<file path="config.mk">
export PLATFORM = sky130hd
export DESIGN_NAME = rx_word_aligner
export DESIGN_NICKNAME = d
export VERILOG_FILES = /design/src/rx_align_search.v /design/src/rx_word_aligner.v
export VERILOG_INCLUDE_DIRS = /design/src
export SDC_FILE = /design/constraint.sdc
export NUM_CORES = 1
export LEC_CHECK = 0
export BUFFER_PORTS_ARGS = -buffer_cell sky130_fd_sc_hd__buf_2
export CORE_MARGIN = 2
export CORE_UTILIZATION = 56
export CTS_CLUSTER_SIZE = 8
export DETAILED_ROUTE_END_ITERATION = 6
export PLACE_DENSITY = 0.78
export SYNTH_ARGS = -nofsm -noshare
export SYNTH_HDL_FRONTEND = slang
export SYNTH_SLANG_ARGS = --single-unit
export TNS_END_PERCENT = 100
</file>
<file path="constraint.sdc">
create_clock -name i_mclk -period 2.5 [get_ports i_mclk]
set_input_delay 0.375 -clock i_mclk [delete_from_list [all_inputs] [get_ports i_mclk]]
set_output_delay 0.375 -clock i_mclk [all_outputs]
set_load 0.1 [all_outputs]
</file>
<file path="src/rx_word_aligner_map.vh">
// Purpose : Constants for the receive word aligner.
// Assumes : Included by bare name from the aligner design files.
// Notes   : Definitions only.
`ifndef RX_WORD_ALIGNER_MAP_VH
`define RX_WORD_ALIGNER_MAP_VH

// =====================================================================
// Operating modes
`define MODE_MANUAL      2'h0
`define MODE_BITSLIP     2'h1
`define MODE_AUTO        2'h2
`define MODE_RSVD        2'h3

// =====================================================================
// Interface widths and pattern lengths
`define WORD_W10         10
`define WORD_W8          8
`define PAT_LEN16        16
`define PAT_LEN10        10
`define PAT_LEN7         7
`define STREAM_W         30
`define OFS_W            4
`define SLIP_W           5

// =====================================================================
// Automatic sync machine states and defaults
`define SYNC_ST_LOSS     1'h0
`define SYNC_ST_LOCK     1'h1
`define SYNC_PATS_DEF    3
`define LOSS_PATS_DEF    4
`define CNT_W            4

`endif

</file>
<file path="src/rx_align_search.v">
// Purpose : Scans a three-word history for the alignment pattern at every
//           bit offset and reports the lowest matching offset.
// Assumes : Oldest word sits in the low bits of the history, LSB first.
// Notes   : Result is registered, one cycle behind the history it saw.
`timescale 1ns/10ps
`include "rx_word_aligner_map.vh"

module rx_align_search (
  // Clock and reset
  input  wire                  i_mclk,
  input  wire                  i_reset_n,
  // Search inputs
  input  wire [`STREAM_W-1:0]  i_stream,
  input  wire [`PAT_LEN16-1:0] i_pattern,
  input  wire                  i_width_10,
  input  wire                  i_pat_len_7,
  // Search result
  output reg                   o_hit_ff,
  output reg  [`OFS_W-1:0]     o_offset_ff
);

  // ===================================================================
  // Pattern compare
  // Complement match only exists for the 10-bit interface.
  function match;
    input [`PAT_LEN16-1:0] seg;
    input [`PAT_LEN16-1:0] pat;
    input                  w10;
    input                  len7;
    reg   [`PAT_LEN16-1:0] mask;
    begin
      if (!w10) begin
        mask = 16'hFFFF;
      end else if (len7) begin
        mask = 16'h007F;
      end else begin
        mask = 16'h03FF;
      end
      match = ((seg & mask) == (pat & mask)) ||
              (w10 && ((~seg & mask) == (pat & mask)));
    end
  endfunction

  // ===================================================================
  // One comparator per candidate offset
  wire [`WORD_W10-1:0] hit_vec;

  genvar k;
  generate
    for (k = 0; k < `WORD_W10; k = k + 1) begin : g_ofs
      assign hit_vec[k] = ((k < `WORD_W8) || i_width_10) &&
                          match(i_stream[k+`PAT_LEN16-1:k], i_pattern,
                                i_width_10, i_pat_len_7);
    end
  endgenerate

  // ===================================================================
  // Lowest offset wins
  reg              nxt_hit;
  reg [`OFS_W-1:0] nxt_offset;
  integer          i;

  always @* begin
    nxt_hit    = 1'b0;
    nxt_offset = 4'h0;
    for (i = `WORD_W10 - 1; i >= 0; i = i - 1) begin
      if (hit_vec[i]) begin
        nxt_hit    = 1'b1;
        nxt_offset = i[`OFS_W-1:0];
      end
    end
  end

  always @(posedge i_mclk or negedge i_reset_n) begin
    if (!i_reset_n) begin
      o_hit_ff    <= 1'b0;
      o_offset_ff <= 4'h0;
    end else begin
      o_hit_ff    <= nxt_hit;
      o_offset_ff <= nxt_offset;
    end
  end

endmodule

</file>
<file path="src/rx_word_aligner.v">
// Purpose : Receive word aligner with manual, bit-slip and automatic modes.
// Assumes : One word per clock, LSB received first; inputs synchronous.
// Notes   : Output word and pattern detect lag the input word by five clocks.
`timescale 1ns/10ps
`include "rx_word_aligner_map.vh"

module rx_word_aligner #(
  parameter SYNC_PATS = `SYNC_PATS_DEF,
  parameter LOSS_PATS = `LOSS_PATS_DEF
) (
  // Clock and resets
  input  wire                  i_mclk,
  input  wire                  i_reset_n,
  input  wire                  i_rx_digitalreset,
  // Configuration
  input  wire [1:0]            i_mode,
  input  wire                  i_width_10,
  input  wire                  i_pat_len_7,
  input  wire [`PAT_LEN16-1:0] i_pattern,
  // User control
  input  wire                  i_enapatternalign,
  input  wire                  i_bitslip,
  // Deserializer data
  input  wire [`WORD_W10-1:0]  i_rx_data,
  // Aligned data and status
  output reg  [`WORD_W10-1:0]  o_rx_data_ff,
  output reg                   o_aligned_ff,
  output reg                   o_pattern_det_ff,
  output reg  [`SLIP_W-1:0]    o_slip_count_ff,
  output reg                   o_mode_err_ff
);

  // ===================================================================
  // Word history, oldest word in the low bits
  reg  [`WORD_W10-1:0] word0_ff;
  reg  [`WORD_W10-1:0] word1_ff;
  reg  [`WORD_W10-1:0] word2_ff;
  reg  [`STREAM_W-1:0] stream;

  always @* begin
    if (i_width_10) begin
      stream = {word0_ff, word1_ff, word2_ff};
    end else begin
      stream = {6'h00, word0_ff[7:0], word1_ff[7:0], word2_ff[7:0]};
    end
  end

  always @(posedge i_mclk or negedge i_reset_n) begin
    if (!i_reset_n) begin
      word0_ff <= 10'h000;
      word1_ff <= 10'h000;
      word2_ff <= 10'h000;
    end else begin
      word0_ff <= i_rx_data;
      word1_ff <= word0_ff;
      word2_ff <= word1_ff;
    end
  end

  // Delayed copy so extraction lines up with the registered search
  reg  [`STREAM_W-1:0] stream_d_ff;

  always @(posedge i_mclk or negedge i_reset_n) begin
    if (!i_reset_n) begin
      stream_d_ff <= 30'h00000000;
    end else begin
      stream_d_ff <= stream;
    end
  end

  // ===================================================================
  // Pattern search
  wire              hit;
  wire [`OFS_W-1:0] hit_ofs;

  rx_align_search u_search (
    .i_mclk      (i_mclk),
    .i_reset_n   (i_reset_n),
    .i_stream    (stream),
    .i_pattern   (i_pattern),
    .i_width_10  (i_width_10),
    .i_pat_len_7 (i_pat_len_7),
    .o_hit_ff    (hit),
    .o_offset_ff (hit_ofs)
  );

  // ===================================================================
  // Helpers
  function [`WORD_W10-1:0] pick;
    input [`STREAM_W-1:0] s;
    input [`OFS_W-1:0]    k;
    reg   [`STREAM_W-1:0] t;
    begin
      t    = s >> k;
      pick = t[`WORD_W10-1:0];
    end
  endfunction

  function [`OFS_W-1:0] next_ofs;
    input [`OFS_W-1:0] k;
    input              w10;
    begin
      if ((w10 && k == 4'h9) || (!w10 && k == 4'h7)) begin
        next_ofs = 4'h0;
      end else begin
        next_ofs = k + 4'h1;
      end
    end
  endfunction

  // ===================================================================
  // Edge detection on user controls
  reg  ena_prev_ff;
  reg  slip_prev_ff;
  wire ena_rise  = i_enapatternalign & ~ena_prev_ff;
  wire slip_rise = i_bitslip & ~slip_prev_ff;

  // Preset high during reset, so an enable level held across release
  // does not count as an edge.
  always @(posedge i_mclk or negedge i_reset_n) begin
    if (!i_reset_n) begin
      ena_prev_ff  <= 1'b1;
      slip_prev_ff <= 1'b1;
    end else begin
      ena_prev_ff  <= i_enapatternalign;
      slip_prev_ff <= i_bitslip;
    end
  end

  // ===================================================================
  // Alignment control
  reg  [`OFS_W-1:0] boundary_ff;
  reg  [`OFS_W-1:0] nxt_boundary;
  reg               aligned_ff;
  reg               nxt_aligned;
  reg               pend_ff;
  reg               nxt_pend;
  reg               sync_st_ff;
  reg               nxt_sync_st;
  reg  [`CNT_W-1:0] cnt_ff;
  reg  [`CNT_W-1:0] nxt_cnt;
  reg  [`OFS_W-1:0] cand_ff;
  reg  [`OFS_W-1:0] nxt_cand;

  wire mode_bad  = (i_mode == `MODE_RSVD) ||
                   (i_mode == `MODE_AUTO && !i_width_10);
  wire same_hit  = hit && (hit_ofs == boundary_ff);
  wire other_hit = hit && (hit_ofs != boundary_ff);

  always @* begin
    nxt_boundary = boundary_ff;
    nxt_aligned  = aligned_ff;
    nxt_pend     = pend_ff;
    nxt_sync_st  = sync_st_ff;
    nxt_cnt      = cnt_ff;
    nxt_cand     = cand_ff;
    if (i_rx_digitalreset) begin
      nxt_boundary = 4'h0;
      nxt_aligned  = 1'b0;
      nxt_pend     = 1'b0;
      nxt_sync_st  = `SYNC_ST_LOSS;
      nxt_cnt      = 4'h0;
      nxt_cand     = 4'h0;
    end else if (mode_bad) begin
      nxt_aligned = 1'b0;
      nxt_pend    = 1'b0;
    end else begin
      case (i_mode)
        `MODE_MANUAL: begin
          if (!i_width_10) begin
            if (ena_rise) begin
              nxt_pend = 1'b1;
            end
            // realign only on a new edge
            if ((pend_ff || ena_rise) && hit) begin
              nxt_boundary = hit_ofs;
              nxt_aligned  = 1'b1;
              nxt_pend     = 1'b0;
            end
          end else begin
            if (i_enapatternalign && hit) begin
              nxt_boundary = hit_ofs;
              nxt_aligned  = 1'b1;
            end
            nxt_pend = 1'b0;
          end
        end
        `MODE_BITSLIP: begin
          if (slip_rise) begin
            nxt_boundary = next_ofs(boundary_ff, i_width_10);
          end
          nxt_aligned = same_hit;
          nxt_pend    = 1'b0;
        end
        `MODE_AUTO: begin
          case (sync_st_ff)
            `SYNC_ST_LOSS: begin
              nxt_aligned = 1'b0;
              if (hit) begin
                if (hit_ofs == cand_ff && cnt_ff != 4'h0) begin
                  nxt_cnt = cnt_ff + 4'h1;
                end else begin
                  nxt_cnt = 4'h1;
                end
                nxt_cand = hit_ofs;
                if (hit_ofs == cand_ff && cnt_ff + 4'h1 >= SYNC_PATS[3:0]) begin
                  nxt_boundary = hit_ofs;
                  nxt_sync_st  = `SYNC_ST_LOCK;
                  nxt_aligned  = 1'b1;
                  nxt_cnt      = 4'h0;
                end
              end
            end
            `SYNC_ST_LOCK: begin
              nxt_aligned = 1'b1;
              // Repeated patterns elsewhere mean the boundary slipped
              if (same_hit) begin
                nxt_cnt = 4'h0;
              end else if (other_hit) begin
                nxt_cnt = cnt_ff + 4'h1;
                if (cnt_ff + 4'h1 >= LOSS_PATS[3:0]) begin
                  nxt_sync_st = `SYNC_ST_LOSS;
                  nxt_aligned = 1'b0;
                  nxt_cnt     = 4'h0;
                end
              end
            end
            default: begin
              nxt_sync_st = `SYNC_ST_LOSS;
            end
          endcase
          nxt_pend = 1'b0;
        end
        default: begin
          nxt_pend = 1'b0;
        end
      endcase
    end
  end

  always @(posedge i_mclk or negedge i_reset_n) begin
    if (!i_reset_n) begin
      boundary_ff <= 4'h0;
      aligned_ff  <= 1'b0;
      pend_ff     <= 1'b0;
      sync_st_ff  <= `SYNC_ST_LOSS;
      cnt_ff      <= 4'h0;
      cand_ff     <= 4'h0;
    end else begin
      boundary_ff <= nxt_boundary;
      aligned_ff  <= nxt_aligned;
      pend_ff     <= nxt_pend;
      sync_st_ff  <= nxt_sync_st;
      cnt_ff      <= nxt_cnt;
      cand_ff     <= nxt_cand;
    end
  end

  // ===================================================================
  // Outputs
  wire [`WORD_W10-1:0] word_out = pick(stream_d_ff, boundary_ff);

  always @(posedge i_mclk or negedge i_reset_n) begin
    if (!i_reset_n) begin
      o_rx_data_ff     <= 10'h000;
      o_aligned_ff     <= 1'b0;
      o_pattern_det_ff <= 1'b0;
      o_slip_count_ff  <= 5'h00;
      o_mode_err_ff    <= 1'b0;
    end else begin
      if (i_width_10) begin
        o_rx_data_ff <= word_out;
      end else begin
        o_rx_data_ff <= {2'h0, word_out[7:0]};
      end
      o_aligned_ff     <= aligned_ff;
      o_pattern_det_ff <= same_hit && !i_rx_digitalreset;
      o_slip_count_ff  <= {1'b0, boundary_ff};
      o_mode_err_ff    <= mode_bad;
    end
  end

endmodule

</file>
==> results of run 1 <==
-- cells by family after synthesis --
kind of cell,Yosys count,share of synthesized area [%]
AOI/OAI and AO/OA,146,13.8
adders and majority gates,9,1.55
buffers and inverters,104,6.64
other,1,0.0516
DFF,94,32.4
and+or+nand+nor,181,13.2
xor gates and xnor gates,171,20.6
muxes,62,11.7
-- cell usage after synthesis, types with 13 or more instances --
cell	n	area share, %
mux2i_1	33	4.5
xor2_1	67	8.1
inv_1	34	1.8
nor2_1	43	2.2
a21oi_1	31	2.1
nor3_1	15	1.0
nand2_1	24	1.2
dfrtp_1	92	32
nand4_1	22	1.9
nor4_1	18	1.5
nand3_1	15	1.0
clkbuf_1	24	1.2
xnor2_1	104	13
buf_2	33	2.3
nor2b_1	13	1.1
o21ai_0	33	2.3
-- report_power, final --
part	leakage (nW)	total, mW	switching [mW]	internal (mW)
registers	1.15	1.69	0.0719	1.62
clock network	0.153	1.42	0.634	0.790
logic	2.54	1.74	1.06	0.679
total	3.84	4.86	1.77	3.09
-- critical path, delay by kind of cell (launching register included) --
kind,cells,cell delay (ns)
AND/OR/NAND/NOR,2,0.63
flip-flops,1,0.43
XOR/XNOR,1,0.16
AO/OA/AOI/OAI,4,1.18
-- metal layers --
layer	GRT usage, %	vias to the layer above	wire [um]
met5	0	-	0
met3	5.23	88	1640
met2	56.0	368	11200
li1	-	2988	-
met1	42.5	3281	9390
met4	14.4	0	1010
-- metrics by stage --
| step | total power [mW] | cells |
|---|---|---|
| detailed placement | 3.39 | 1057 |
| global route | 5.02 | 1081 |
| finish | 4.86 | 1081 |
| CTS | 4.80 | 1073 |
| global placement | 3.35 | 1057 |
| floorplan | 2.83 | 768 |
-- area by class of cell --
class	instances	area, um^2
multi-input combinational	570	4550
clock inverter	7	77.6
timing repair buffer	195	1530
sequential	94	2360
tap	172	215
inverter	34	128
clock buffer	9	225
fill	953	3580
-- final timing paths --
| path | end | slack (ns) | cells after the start |
|---|---|---|---|
| worst max register to register | u_search.o_offset_ff[0] | 0.005 | 7 |
| worst max-delay path | u_search.o_offset_ff[0] | 0.005 | 7 |
| worst min register to register | word1_ff[8] | 0.35 | 0 |
| worst min-delay path | o_rx_data_ff[9] | 0.05 | 2 |
| min in group i_mclk | word0_ff[0] | 0.12 | 1 |
| max in group asynchronous | word1_ff[2] | 2.04 | 2 |
-- registers in the layout, summed over array words and instances (netlist names), 4 cells and up --
signal	flops
word0_ff	10
o_rx_data_ff	10
stream_d_ff	25
cnt_ff	4
word2_ff	10
u_search.o_offset_ff	4
word1_ff	10
cand_ff	4
o_slip_count_ff	4
boundary_ff	4
-- repair_timing --
item / 4_1_cts / 5_1_grt
gates resized for setup: 2 / 24
buffers inserted: 0 / 8
endpoints found under the setup margin: 2 / 5
pin swaps: 0 / 7
hold endpoints to repair: 0 / 0
==> results.cfg, run 1 <==
[floorplan]
die_height_um = 118
die-width_um = 118
num_rows = 41
start_util_pct = 57.4
die_area_mm2 = 0.0139
core_area_mm2 = 0.0127
pin_count = 53

[detailed_routing]
drcViolationCount = 0
avgViaCountPerCell = 6.22
wire_per_inst_um = 21.5
drt-total-wl_um = 23300
dr.pass1.iters = 5
vias = 6725
ant_nets = 0
drt_iter0_markers = 931

[timing]
finalHoldViolCount = 0
finClkSkew_ns = 0.0107
slew_headroom_pct = 57.7
rsz0062_at_grt = true
fmax_mhz = 401
tns_ns = 0
worst_slack_ns = 0.00495
finalCritPeriodShare_pct = 99.8
fin_crit_ns = 2.50
tightestPinTransition_ns = 0.626
drv_slew = 0
final-setup-viol-count = 0
holdWs_ns = 0.0529

[critical_path]
cp_slowest_cell = or4_1
crit_fanout = 4
required_ns = 2.76
critical_path_arrival_ns = 2.76
path_cells = xor2_1, or4_1, o41a_1, o22ai_2, nor2_1, a221o_1, a221oi_2
worst_setup_path_start_kind = flop
criticalPathCategory = flop to flop
worst_setup_path_end_kind = flop
startpoint = word0_ff[4]
cpPeakStageDelay_ns = 0.54
timing.rr.start = word0_ff[4]

[layout]
antenna_cells = 0
mostFrequentLayoutCells = buf_4, xnor2_1, dfrtp_1, xor2_1, buf_2
drive_above_1_share_pct = 30.4
final_common_cell = buf_4
fin_nets = 948
area_growth_pct = 25.0
fin_area_mm2 = 0.00909
final_util_pct = 71.7

[clock_network]
htreeDepth = 3
numCtsBuffers = 9
ctsHoldBuffers = 0
cts_buffer_depth = 2
cts.sinks = 94
cts.root.buffer_cell = clkbuf_16
clock_latency_ns = 0.36
clk_pin_slew_ns = 0.07
cts_tree = done

[global_route]
grt_usage_pct = 33.3
grt_pass1_vias = 6670
antenna_found_initial = 0
grt_pass1_wl_um = 36100
overflow = 0
grt_max_degree = 95

[status]
run_status = finished clean

[yosys]
ys_seq_area_share_pct = 32.4
synth_edf_count = 0
ys_types = 72
yosys_warnings = 0
synth_ff_type = dfrtp_1
async_reset_ff_share_pct = 100
synth.net_count = 812
synth_area_mm2 = 0.00727
synth.avg_cell_area_um2 = 9.46
synth_seq_cells = 94
netlist_instances = 768

[worst_hold_path]
hold_path_class = input pin to async pin

[place]
place_area_mm2 = 0.00859
place_hpwl_um = 17700
pre_cts_ws_ns = -0.312
io_buffers = 51
place.gp.congestion = 1.00

[power]
p_leak_nw = 3.84
powerDensity_mw_per_mm2 = 535
ir_drop_mv = 0.358

[run]
drv_cap = 0
(Power assumes the default switching activity.)
==> run 2: changes to the inputs <==
--- a/config.mk
+++ b/config.mk
@@ -13,4 +13,5 @@
 export DETAILED_ROUTE_END_ITERATION = 6
 export PLACE_DENSITY = 0.78
+export SKIP_CTS_REPAIR_TIMING = 1
 export SYNTH_ARGS = -nofsm -noshare
 export SYNTH_HDL_FRONTEND = slang
==> constraint.sdc (replaced) <==
create_clock -name i_mclk -period 2.5 [get_ports i_mclk]
set_input_delay 0.5 -clock i_mclk [delete_from_list [all_inputs] [get_ports i_mclk]]
set_output_delay 0.5 -clock i_mclk [all_outputs]
set_load 0.1 [all_outputs]
==> results.cfg, run 2 (synthesized netlist as in run 1, its figures left out) <==
[critical_path]
cp_slowest_cell = or4_4
path_cells = xor2_1, or4_4, o41a_1, o22ai_4, inv_1, a221o_1, a221oi_2
critPathTopFamily = compound AO/OA/AOI/OAI gates
timing.rr.start = word0_ff[3]
critical_path_arrival_ns = 2.73
criticalPathCategory = flop to flop
worst_setup_path_start_kind = flop
ff2ff_path_depth = 7
cp.depth = 7
worst_setup_path_end_kind = flop
r2r_end = u_search.o_offset_ff[0]
required_ns = 2.75
crit_fanout = 4
cpPeakStageDelay_ns = 0.52
cp_num_buf_inv = 1
rrSetupSlack_ns = 0.02

[floorplan]
core_area_mm2 = 0.0127
pin_count = 53
die-width_um = 118
num_rows = 41
die_height_um = 118
start_util_pct = 57.4
die_area_mm2 = 0.0139

[detailed_routing]
drt_iter0_markers = 709
wire_per_inst_um = 22.5
drt-total-wl_um = 24700
drcViolationCount = 0
dr.pass1.iters = 5
avgViaCountPerCell = 6.21
vias = 6824
ant_nets = 0

[place]
placedCellCount = 1076
place.gp.congestion = 0.994
io_buffers = 51
place_hpwl_um = 18500
pre_cts_ws_ns = -0.680
place_area_mm2 = 0.00879

[layout]
regMostFlops = stream_d_ff
fin_area_mm2 = 0.00937
final_util_pct = 73.9
fin_nets = 965
antenna_cells = 0
final_common_cell = buf_4
drive_above_1_share_pct = 32.9
fin_cells = 1098
area_growth_pct = 28.9
largest_register_ff_count = 25
mostFrequentLayoutCells = buf_4, xnor2_1, dfrtp_1, xor2_1, buf_2

[worst_hold_path]
hold_path_class = input pin to async pin

[timing]
finalHoldViolCount = 0
fin_crit_ns = 2.48
worst_slack_ns = 0.0220
slew_headroom_pct = 52.8
drv_slew = 0
rsz0062_at_grt = true
finClkSkew_ns = 0.0130
finalCritPeriodShare_pct = 99.1
tightestPinTransition_ns = 0.701
final-setup-viol-count = 0
tns_ns = 0
fmax_mhz = 404

[power]
powerDensity_mw_per_mm2 = 534
ir_drop_mv = 0.395
p_leak_nw = 3.97

[global_route]
grt_max_degree = 44
grt_pass1_vias = 6803
antenna_found_initial = 0
grt_usage_pct = 35.5
overflow = 0
grt_pass1_wl_um = 38200

[clock_network]
cts_buffer_depth = 2
cts_tree = done
cts.sinks = 94
htreeDepth = 3
clk_pin_slew_ns = 0.07
numCtsBuffers = 9
clock_latency_ns = 0.36
cts.root.buffer_cell = clkbuf_16

[status]
run_status = finished clean

[run]
drv_cap = 0
## run 2: cell type report
class	instances	area, um^2
inverters	34	128
clock inverters	5	82.6
multi-input cells	570	4650
repair buffers	212	1690
clock buffers	11	243
well taps	172	215
flip-flops and latches	94	2370
fillers	907	3310
## run 2: how the worst max path moves through the flow
stage	from	to	slack, ns
finish	word0_ff[3]	u_search.o_offset_ff[0]	0.02
global route	word2_ff[7]	u_search.o_offset_ff[0]	-0.07
CTS	i_width_10	u_search.o_offset_ff[0]	-0.32
detailed placement	i_width_10	u_search.o_offset_ff[0]	-0.68
global placement	i_width_10	u_search.o_offset_ff[0]	-0.65
floorplan	i_width_10	u_search.o_offset_ff[0]	-0.006
## run 2: power by group
| part | switching [mW] | internal [mW] |
|---|---|---|
| registers | 0.0808 | 1.62 |
| logic | 1.09 | 0.707 |
| clock network | 0.594 | 0.906 |
| total | 1.77 | 3.24 |
## run 2: layer usage
metal | track usage (%) | routed length (um) | share of wire [%] | up-vias
met5 | 0 | 0 | 0 | -
met4 | 15.8 | 1080 | 4.4 | 0
met3 | 4.99 | 1610 | 6.5 | 98
met2 | 59.2 | 11900 | 48 | 388
met1 | 46.1 | 10100 | 41 | 3321
li1 | - | - | - | 3017
## run 2: through the flow
stage | hold slack, ns | total power, mW
5_1_grt | 0.148 | 5.17
3_5_place_dp | 0.339 | 3.43
2_1_floorplan | 0.204 | 2.84
4_1_cts | 0.110 | 4.93
6_report | 0.106 | 5.00
3_3_place_gp | 0.333 | 3.40
